`src/acp_pkg.sv`:
```
// Shared constants and carrier types of the converter serial port.
// Assumes one core clock; all pins reach the port through synchronisers.
package acp_pkg;

   // Word sizes
   localparam int RES_W = 12;
   localparam int CNT_W = 4;
   localparam int CMD_W = 4;
   localparam int IN_W  = 8;

   // Frame edge counts
   localparam logic [CNT_W-1:0] ADDR_RISES  = 4'h4;
   localparam logic [CNT_W-1:0] IN_RISES    = 4'h8;
   localparam logic [CNT_W-1:0] SAMPLE_FALL = 4'h4;
   localparam logic [CNT_W-1:0] FRAME_CLKS  = 4'hc;

   // Configuration field positions
   localparam int CFG_LSB_BIT = 0;
   localparam int CFG_EOC_BIT = 1;

   // Reset values
   localparam logic [CMD_W-1:0] CFG_RST    = 4'h0;
   localparam logic             STATUS_RST = 1'h1;
   localparam logic [2:0]       PINS_RST   = 3'h4;

   // Frame phase of the serial port
   typedef enum logic [0:0] {PH_IDLE, PH_FRAME} acpPhase_t;

   // Host pins, in synchroniser bit order
   typedef struct packed {
      logic csN;
      logic ioClk;
      logic dataIn;
   } acpPins_t;

   // Conversion control toward the analog core
   typedef struct packed {
      logic             sample;
      logic             start;
      logic [CMD_W-1:0] chan;
   } acpConv_t;

endpackage

```
`src/acp_sync3.sv`:
```
// Three-stage pin synchroniser with agreement filter for the host pins.
// Assumes asynchronous pins; output changes only when stages two and three agree.
`timescale 1ns/1ps
`default_nettype none
module acp_sync3
   import acp_pkg::*;
(
   input  wire logic     core_clk,
   input  wire logic     srst,
   input  wire logic     ce,
   input  wire acpPins_t pinIn,
   output acpPins_t      pinOut
);

   typedef struct packed {
      logic [2:0] s1;
      logic [2:0] s2;
      logic [2:0] s3;
      logic [2:0] flt;
   } acpSyncState_t;

   acpSyncState_t q;
   acpSyncState_t d;
   logic [2:0]    fltD;

   // Per bit: take the level once the two later stages agree
   for (genvar i = 0; i < 3; i++)
   begin : g_bit
      assign fltD[i] = (q.s2[i] == q.s3[i]) ? q.s3[i] : q.flt[i];
   end

   // Next state
   always_comb
   begin
      d     = q;
      d.s1  = pinIn;
      d.s2  = q.s1;
      d.s3  = q.s2;
      d.flt = fltD;
   end

   // State register
   always_ff @(posedge core_clk)
   begin
      if (srst)
      begin
         q <= {PINS_RST, PINS_RST, PINS_RST, PINS_RST};
      end
      else if (ce)
      begin
         q <= d;
      end
   end

   assign pinOut = acpPins_t'(q.flt);

endmodule
`default_nettype wire

```
`src/acp_buf2.sv`:
```
// Two-entry result buffer between the analog core and the serial port.
// Assumes a same-clock producer; inReady stalls it when both entries hold.
`timescale 1ns/1ps
`default_nettype none
module acp_buf2
   import acp_pkg::*;
(
   input  wire logic             core_clk,
   input  wire logic             srst,
   input  wire logic             ce,
   input  wire logic             inValid,
   input  wire logic [RES_W-1:0] inData,
   output logic                  inReady,
   output logic                  outValid,
   output logic [RES_W-1:0]      outData,
   input  wire logic             outReady
);

   typedef struct packed {
      logic [1:0][RES_W-1:0] mem;
      logic                  wp;
      logic                  rp;
      logic [1:0]            cnt;
   } acpBufState_t;

   acpBufState_t q;
   acpBufState_t d;
   logic         push;
   logic         pop;

   // Honest full and empty
   assign inReady  = (q.cnt != 2'h2);
   assign outValid = (q.cnt != 2'h0);
   assign outData  = q.mem[q.rp];
   assign push     = inValid & inReady;
   assign pop      = outValid & outReady;

   // Next state
   always_comb
   begin
      d = q;
      if (push)
      begin
         d.mem[q.wp] = inData;
         d.wp        = ~q.wp;
      end
      if (pop)
      begin
         d.rp = ~q.rp;
      end
      d.cnt = q.cnt + {1'b0, push} - {1'b0, pop};
   end

   // State register
   always_ff @(posedge core_clk)
   begin
      if (srst)
      begin
         q <= '0;
      end
      else if (ce)
      begin
         q <= d;
      end
   end

endmodule
`default_nettype wire

```
`src/acp_port.sv`:
```
// Serial host port and conversion sequencing of the converter.
// Assumes host pins arrive asynchronously; the analog core returns each
// result word through a valid/ready pair on the core clock.
`timescale 1ns/1ps
`default_nettype none
module acp_port
   import acp_pkg::*;
(
   input  wire logic             core_clk,
   input  wire logic             srst,
   input  wire logic             ce,
   input  wire logic             csN,
   input  wire logic             ioClk,
   input  wire logic             dataIn,
   output logic                  dataOut,
   output logic                  dataOutOe,
   output logic                  statusN,
   output acpConv_t              convCtl,
   input  wire logic             resValid,
   input  wire logic [RES_W-1:0] resData,
   output logic                  resReady
);

   typedef struct packed {
      logic             csP;
      logic             clkP;
      acpPhase_t        ph;
      logic [CNT_W-1:0] rise;
      logic [CNT_W-1:0] fall;
      logic [IN_W-1:0]  inSh;
      logic [CMD_W-1:0] commandRegister;
      logic [CMD_W-1:0] cfg;
      logic [RES_W-1:0] outSh;
      logic [RES_W-1:0] result;
      logic             dout;
      logic             lsbOrd;
      logic             oe;
      logic             sample;
      logic             start;
      logic             busy;
      logic             statN;
   } acpState_t;

   acpState_t        q;
   acpState_t        d;
   acpPins_t         pinRaw;
   acpPins_t         pin;
   logic             bufValid;
   logic [RES_W-1:0] bufData;
   logic             bufReady;
   logic             lsbFirst;
   logic             eocMode;
   logic             csFall;
   logic             csRise;
   logic             inFrame;
   logic             clkRise;
   logic             clkFall;
   logic             convDone;
   logic             firstBit;
   logic [IN_W-1:0]  nextSh;
   logic [CMD_W-1:0] nextNib;
   logic [RES_W-1:0] shiftOut;

   assign pinRaw = '{csN: csN, ioClk: ioClk, dataIn: dataIn};

   // Host pins into the core clock domain
   acp_sync3 u_sync (
      .core_clk (core_clk),
      .srst     (srst),
      .ce       (ce),
      .pinIn    (pinRaw),
      .pinOut   (pin)
   );

   // Result words wait here until the controller drains them
   acp_buf2 u_buf (
      .core_clk (core_clk),
      .srst     (srst),
      .ce       (ce),
      .inValid  (resValid),
      .inData   (resData),
      .inReady  (resReady),
      .outValid (bufValid),
      .outData  (bufData),
      .outReady (bufReady)
   );

   // Programmed options
   assign lsbFirst = q.cfg[CFG_LSB_BIT];
   assign eocMode  = q.cfg[CFG_EOC_BIT];

   // Edge detection on filtered pins; clock edges count only inside a frame
   assign csFall   = q.csP & ~pin.csN;
   assign csRise   = ~q.csP & pin.csN;
   assign inFrame  = (q.ph == PH_FRAME) & ~pin.csN;
   assign clkRise  = inFrame & ~q.clkP & pin.ioClk;
   assign clkFall  = inFrame & q.clkP & ~pin.ioClk;

   // Drain the buffer only while a conversion is outstanding
   assign bufReady = q.busy;
   assign convDone = q.busy & bufValid;

   // Serial data helpers
   assign firstBit = lsbFirst ? q.result[0] : q.result[RES_W-1];
   assign nextSh   = {q.inSh[IN_W-2:0], pin.dataIn};
   assign nextNib  = nextSh[CMD_W-1:0];
   assign shiftOut = q.lsbOrd ? {1'b0, q.outSh[RES_W-1:1]}  // Order frozen for the frame
                              : {q.outSh[RES_W-2:0], 1'b0};

   // Next state of the port
   always_comb
   begin
      d       = q;
      d.csP   = pin.csN;
      d.clkP  = pin.ioClk;
      d.start = 1'b0;
      unique case (q.ph)
         PH_IDLE:
         begin
            if (csFall)
            begin
               d.ph     = PH_FRAME;
               d.rise   = '0;
               d.fall   = '0;
               d.inSh   = '0;
               d.sample = 1'b0;
               d.outSh  = q.result;
               d.oe     = 1'b1;
               d.dout   = firstBit;
               d.lsbOrd = lsbFirst;
            end
         end
         PH_FRAME:
         begin
            if (csRise)
            begin
               d.ph     = PH_IDLE;
               d.oe     = 1'b0;
               d.sample = 1'b0;
            end
            else
            begin
               if (clkRise)
               begin
                  if (!eocMode)
                  begin
                     d.statN = 1'b1;
                  end
                  if (q.rise != IN_RISES)
                  begin
                     d.rise = q.rise + 4'h1;
                     d.inSh = nextSh;
                     if (d.rise == ADDR_RISES)
                     begin
                        d.commandRegister = nextNib;
                     end
                     if (d.rise == IN_RISES)
                     begin
                        d.cfg = nextNib;
                     end
                  end
               end
               if (clkFall && q.fall != FRAME_CLKS)
               begin
                  d.fall  = q.fall + 4'h1;
                  d.outSh = shiftOut;
                  d.dout  = q.lsbOrd ? shiftOut[0] : shiftOut[RES_W-1];
                  if (d.fall == SAMPLE_FALL)
                  begin
                     d.sample = 1'b1;
                  end
                  if (d.fall == FRAME_CLKS)
                  begin
                     d.sample = 1'b0;
                     d.start  = 1'b1;
                     d.busy   = 1'b1;
                     if (eocMode)
                     begin
                        d.statN = 1'b0;
                     end
                  end
               end
            end
         end
      endcase
      // Completion last, so it wins over a clear in the same cycle
      if (convDone)
      begin
         d.result = bufData;
         d.busy   = d.start;                                // A hand-over now stays busy
         d.statN  = eocMode & ~d.start;
      end
   end

   // State register; clock enable freezes everything
   always_ff @(posedge core_clk)
   begin
      if (srst)
      begin
         q       <= '0;
         q.csP   <= 1'b1;
         q.ph    <= PH_IDLE;
         q.cfg   <= CFG_RST;
         q.statN <= STATUS_RST;
      end
      else if (ce)
      begin
         q <= d;
      end
   end

   // Outputs straight from flops
   assign dataOut        = q.dout;
   assign dataOutOe      = q.oe;
   assign statusN        = q.statN;
   assign convCtl.sample = q.sample;
   assign convCtl.start  = q.start;
   assign convCtl.chan   = q.commandRegister;
endmodule
`default_nettype wire

```
`config.mk`:
```
export PLATFORM = sky130hd
export DESIGN_NAME = acp_port
export DESIGN_NICKNAME = d
export VERILOG_FILES = /design/src/acp_pkg.sv /design/src/acp_sync3.sv /design/src/acp_buf2.sv /design/src/acp_port.sv
export SDC_FILE = /design/constraint.sdc
export NUM_CORES = 1
export LEC_CHECK = 0
export ABC_AREA = 1
export BUFFER_PORTS_ARGS = -buffer_cell sky130_fd_sc_hd__buf_2
export CORE_UTILIZATION = 50
export DETAILED_ROUTE_END_ITERATION = 8
export PLACE_DENSITY = 0.72
export SYNTH_ARGS = -nofsm -noshare
export SYNTH_HDL_FRONTEND = slang
export SYNTH_SLANG_ARGS = --single-unit
```
`constraint.sdc`:
```
create_clock -name core_clk -period 2 [get_ports core_clk]
set_input_delay 0.3 -clock core_clk [delete_from_list [all_inputs] [get_ports core_clk]]
set_output_delay 0.3 -clock core_clk [all_outputs]
set_load 0.02 [all_outputs]
```
Word level (Yosys, flattened, before mapping)
Cells that the tools add are included.

cells by class
  add/sub/neg operators = 4
  $mul = 0
  div/mod/pow operators = 0
  $lt $le $gt $ge = 3
  eq/ne operators = 19
  shifts and indexed selects = 0
  muxes and demuxes = 38
  bitwise gates (word level) = 19
  reductions and logical operators = 20

operator list
  operator               count
  $mux W12               6
  $mux W36               1
  $pmux W17 S2           1
  $mux W16               2
  $mux W4                8
  $bwmux W24             1
  $pmux W12 S2           1
  $mux W17               1
  $demux W12 S1          1
  $reduce_and A6 Y1      2
  $mux W1                11
  $and A1 B1 Y1          10
  $ne A2 B1 Y1 const B   5
  $reduce_and A2 Y1      5
  $reduce_and A5 Y1      2
  $not A1 Y1             9
  $reduce_and A3 Y1      3
  $add A4 B1 Y4 const B  2
  $eq A4 B3 Y1 const B   2
  $eq A4 B4 Y1 const B   2
  $ne A4 B4 Y1 const B   2
  $reduce_and A4 Y1      2
  $reduce_bool A2 Y1     4
  $mux W3                2
  12 further kinds       18

word-level totals
  register bits after elaboration = 97
  latch bits = 0
  RAM bits = 0
  ROM bits = 0
  bits of input ports = 19
  output and inout bits = 10
  memories kept = 0

Longest topological paths before layout
  depth after elaboration = 13
  gate-level depth with buffers = 11

Modules after synthesis
Synthesis repeated with hierarchy kept, for this count alone.

unflattened totals
  cell total of the unflattened synthesis = 661
  area, all modules = 4436.8 um^2

by module, submodules not included
  module     times used  cells each  area an instance (um^2)  sequential area each (um^2)
  acp_port   1           389         2602.5                   1021.0
  acp_buf2   1           212         1363.8                   560.5
  acp_sync3  1           60          470.5                    240.2

Least setup slack after synthesis
OpenSTA, ideal clock, no wires.

  path kind = reg2reg
  start = register u_buf.q[1] (netlist bit)
  end = register u_buf.q[1] (netlist bit)
  library setup time = 0.070 ns
  arrival = 1.386 ns
  slack = 0.544 ns
  cell stages (with the launch flop) = 9
  clock period less this slack = 1.456 ns
  cell sequence = dfxtp_1 -> o21a_1 -> ha_1 -> inv_1 -> ha_1 -> a21oi_1 -> o21a_1 -> o21ai_0 -> a21oi_1

on the way
  word-level cells in the longest chain between the ends = 4
  elaborated cells between the ends (all ways) = 6

RTL lines
  item                      line            RTL
  start: declaration        acp_buf2.sv:26  acpBufState_t q;
  start signal: assignment  acp_buf2.sv:59  q <= '0;
  start signal: assignment  acp_buf2.sv:63  q <= d;
  $ne A2 B2 Y1              acp_buf2.sv:32  assign inReady = (q.cnt != 2'h2);
  $and A1 B1 Y1             acp_buf2.sv:35  assign push = inValid & inReady;
  $add A2 B1 Y2             acp_buf2.sv:51  d.cnt = q.cnt + {1'b0, push} - {1'b0, pop};
  $sub A2 B1 Y2 *           acp_buf2.sv:51

Mark *: on every way between the ends. The rest lies on a longest branch, timed or not.
A chain may end at the register's enable or synchronous reset.

Worst setup path in the final report
  start = register q[47] (netlist bit)
  end = register q[48] (netlist bit)

on the way
  word-level cells in the longest chain between the ends = 4
  elaborated cells between the ends (all ways) = 8

RTL lines
  item                                                      line                              RTL
  start: declaration                                        acp_port.sv:44                    acpState_t q;
  $add A4 B1 Y4 / $ne A4 B4 Y1 (equally long branches)      acp_port.sv:165, acp_port.sv:163
  $mux W4 / $logic_and A1 B1 Y1 (equally long branches)     acp_port.sv:163                   if (clkFall && q.fall != FRAME_CLKS)
  $mux W36 / $ne A2 B1 Y1 (equally long branches)           n/a
  $pmux W17 S2 / $reduce_and A4 Y1 (equally long branches)  n/a

Several ways; a longest one is shown, not always the timed one. The select of a mux whose other input is x is not followed.

==> impl_metrics.tcl <==
set metrics [dict create \
    arrival_ns 1.95 \
    grt_pass1_wl_mm 14.7 \
    finalMaxSlewViolations 0 \
    post_cts_resized 0 \
    postRouteAntennaNets 0 \
    area_delta_synth_final_pct 8.49 \
    cpMaxStageDelayCell "dfxtp_1" \
    p_per_area_nw_per_um2 730 \
    yosys_warnings 0 \
    antenna_found_initial 0 \
    nFillCells 799 \
    die_h_um 93.7 \
    outcome "finished clean" \
    num_antenna_cells 0 \
    stdcell_count 707 \
    hold_ws_ns 0.154 \
    critPathBufInv 2 \
    core.rowCount 33 \
    synth_area_um2 4200 \
    worst_pin_slew_ns 0.736 \
    cts-root-buf "clkbuf_8" \
    drc 0 \
    clk_pin_slew_ns 0.10 \
    start_util_pct 51.4 \
    final_area_um2 4560 \
    setup_viol 0 \
    clk_latency_ns 0.36 \
    period_needed_ns 1.70 \
    grt_max_degree 44 \
    synth_cell_types 32 \
    hold_viol_final 0 \
    gr-total-overflow 0 \
    hpwl_mm 5.79 \
    post_synth_inst_count 584 \
    fin_nets 624 \
    final_cell_mix "131 x nand2_1, 91 x dfxtp_1, 72 x nor2_1" \
    slew-limit-headroom_pct 50.8 \
    ys_seq_area_share_pct 43.4 \
    place_area_um2 4370 \
    grt_pass1_vias 3298 \
    hold_class "input pin to flop" \
    setup_tns_ns 0 \
    cts_made_buffers 9 \
    cp_slowest_stage_delay_ns 0.43 \
    hold_buffers 0 \
    dp.cells 691 \
    place_congestion 0.785 \
    ios 29 \
    synth_nets 611 \
    clkSinkCount 91 \
    cpLargestDelayFamily "simple AND/OR/NAND/NOR gates" \
    cp-start-kind "flop" \
    final.period_utilization_pct 85.0 \
    p_leak_nw 1.77 \
    cts_tree "built" \
    drv_cap 0 \
    grt_setup_unrepaired "false" \
    cp.depth 10 \
    cp_data_required_time_ns 2.25 \
    cts_max_level 3 \
    crit_type "flop to flop" \
    power.total_mw 3.33 \
    max_freq_mhz 588 \
    die_w_um 93.7 \
    r2r_cells 10 \
    min_path_cells 3 \
    coreArea_um2 8180 \
    peakVddDrop_v 0.000442 \
    skew_ns 0.00943 \
    final_common_cell "nand2_1" \
    grtUsageTotal_pct 20.8 \
    vias 3653 \
    avgSynthCellArea_um2 7.19 \
    wl_mm 8.35 \
    cts_setup_buffers 0 \
    viasPerCell 5.17 \
    synth-seq-cells 91 \
    path_cells "inv_1, ha_1, nand3_1, nand3_2, nand2_2, nand2_4, inv_4, nand2_1, o21ai_1, nor2_1" \
    drive_above_1_share_pct 13.0 \
    first_pass_iters 5 \
    critPathMaxFanout 19 \
    cp-end-kind "flop" \
    drt_iter0_markers 145 \
    port_buffers 28 \
    wl_per_cell_um 11.8 \
    die_area_um2 8770 \
    clock_path_buffers 2 \
]
-- path summary, 6_finish.rpt --
path         startpoint     endpoint  slack [ns]
min reg2reg  u_buf.q[5]   u_buf.q[5]        0.45
min                 csN  u_sync.d[8]        0.15
max reg2reg       q[47]        q[48]        0.30
max               q[47]        q[48]        0.30
-- through the flow --
| step | util, % | worst slack [ns] |
|---|---|---|
| after floorplan | - | 0.544 |
| after detailed placement | 53.4 | 0.223 |
| after global routing | 55.8 | 0.0892 |
| final | 55.8 | 0.300 |
| after global placement | 53.4 | 0.321 |
| after CTS | 55.8 | 0.306 |
-- cell type report --
class / instances / area [um^2] / area share [%]
Tap cell: 105 / 131 / 2.88
Clock buffer: 9 / 124 / 2.72
Clock inverter: 7 / 65.1 / 1.43
Sequential cell: 91 / 1820 / 40.0
Inverter: 49 / 186 / 4.09
Multi-Input combinational cell: 408 / 2000 / 43.9
Timing Repair Buffer: 38 / 228 / 5.00
-- power by group --
group / internal (mW) / switching, mW / total, mW / leakage [nW]
sequential: 1.86 / 0.0270 / 1.89 / 0.739
clock: 0.485 / 0.721 / 1.21 / 0.0947
combinational: 0.0830 / 0.151 / 0.234 / 0.936
-- sequential cells by signal, summed over array words and instances, names as in the netlist --
signal	flops
bufReady	1
convCtl	6
dataOut	1
dataOutOe	1
eocMode	1
lsbFirst	1
nextNib	3
q	36
statusN	1
u_buf.q	28
u_sync.d	6
u_sync.pinOut	3
u_sync.q	3
-- Yosys cell counts (all sizes together) --
master | number | area share, %
xnor2 | 1 | 0.21
xor2 | 3 | 0.63
o211ai | 2 | 0.36
inv | 49 | 4.4
clkbuf | 14 | 1.3
ha | 8 | 2.4
nand3 | 34 | 4.3
a21oi | 58 | 7.2
o21ai | 68 | 8.1
nand2 | 137 | 13
dfxtp | 91 | 43
nor2 | 79 | 8.1
a221oi | 1 | 0.21
nand3b | 1 | 0.18
o22ai | 1 | 0.15
nand4 | 1 | 0.15
buf | 22 | 3.3
mux2i | 10 | 2.4
or2 | 2 | 0.30
o21a | 2 | 0.36
-- routing by layer --
metal / up-vias / share of wire, % / GRT usage (%)
li1: 1899 / - / -
met1: 1667 / 50 / 28.6
met2: 78 / 45 / 33.3
met3: 9 / 3.6 / 3.40
met4: 0 / 1.4 / 7.05
met5: - / 0 / 0
-- tightest hold or removal path: stages --
cell and delay [ns]:
buf_2 0.08, nand2_1 0.05, nand3_1 0.06
-- cell families after synthesis --
group,after synthesis,share of synthesized area (%)
multiplexers,10,2.38
AND/OR/NAND/NOR,254,25.7
AO/OA/AOI/OAI,132,16.3
buffers and inverters,85,8.99
adder cells (fa/ha/maj),8,2.38
XOR/XNOR,4,0.834
flip-flops,91,43.4
(Power assumes the default switching activity.)
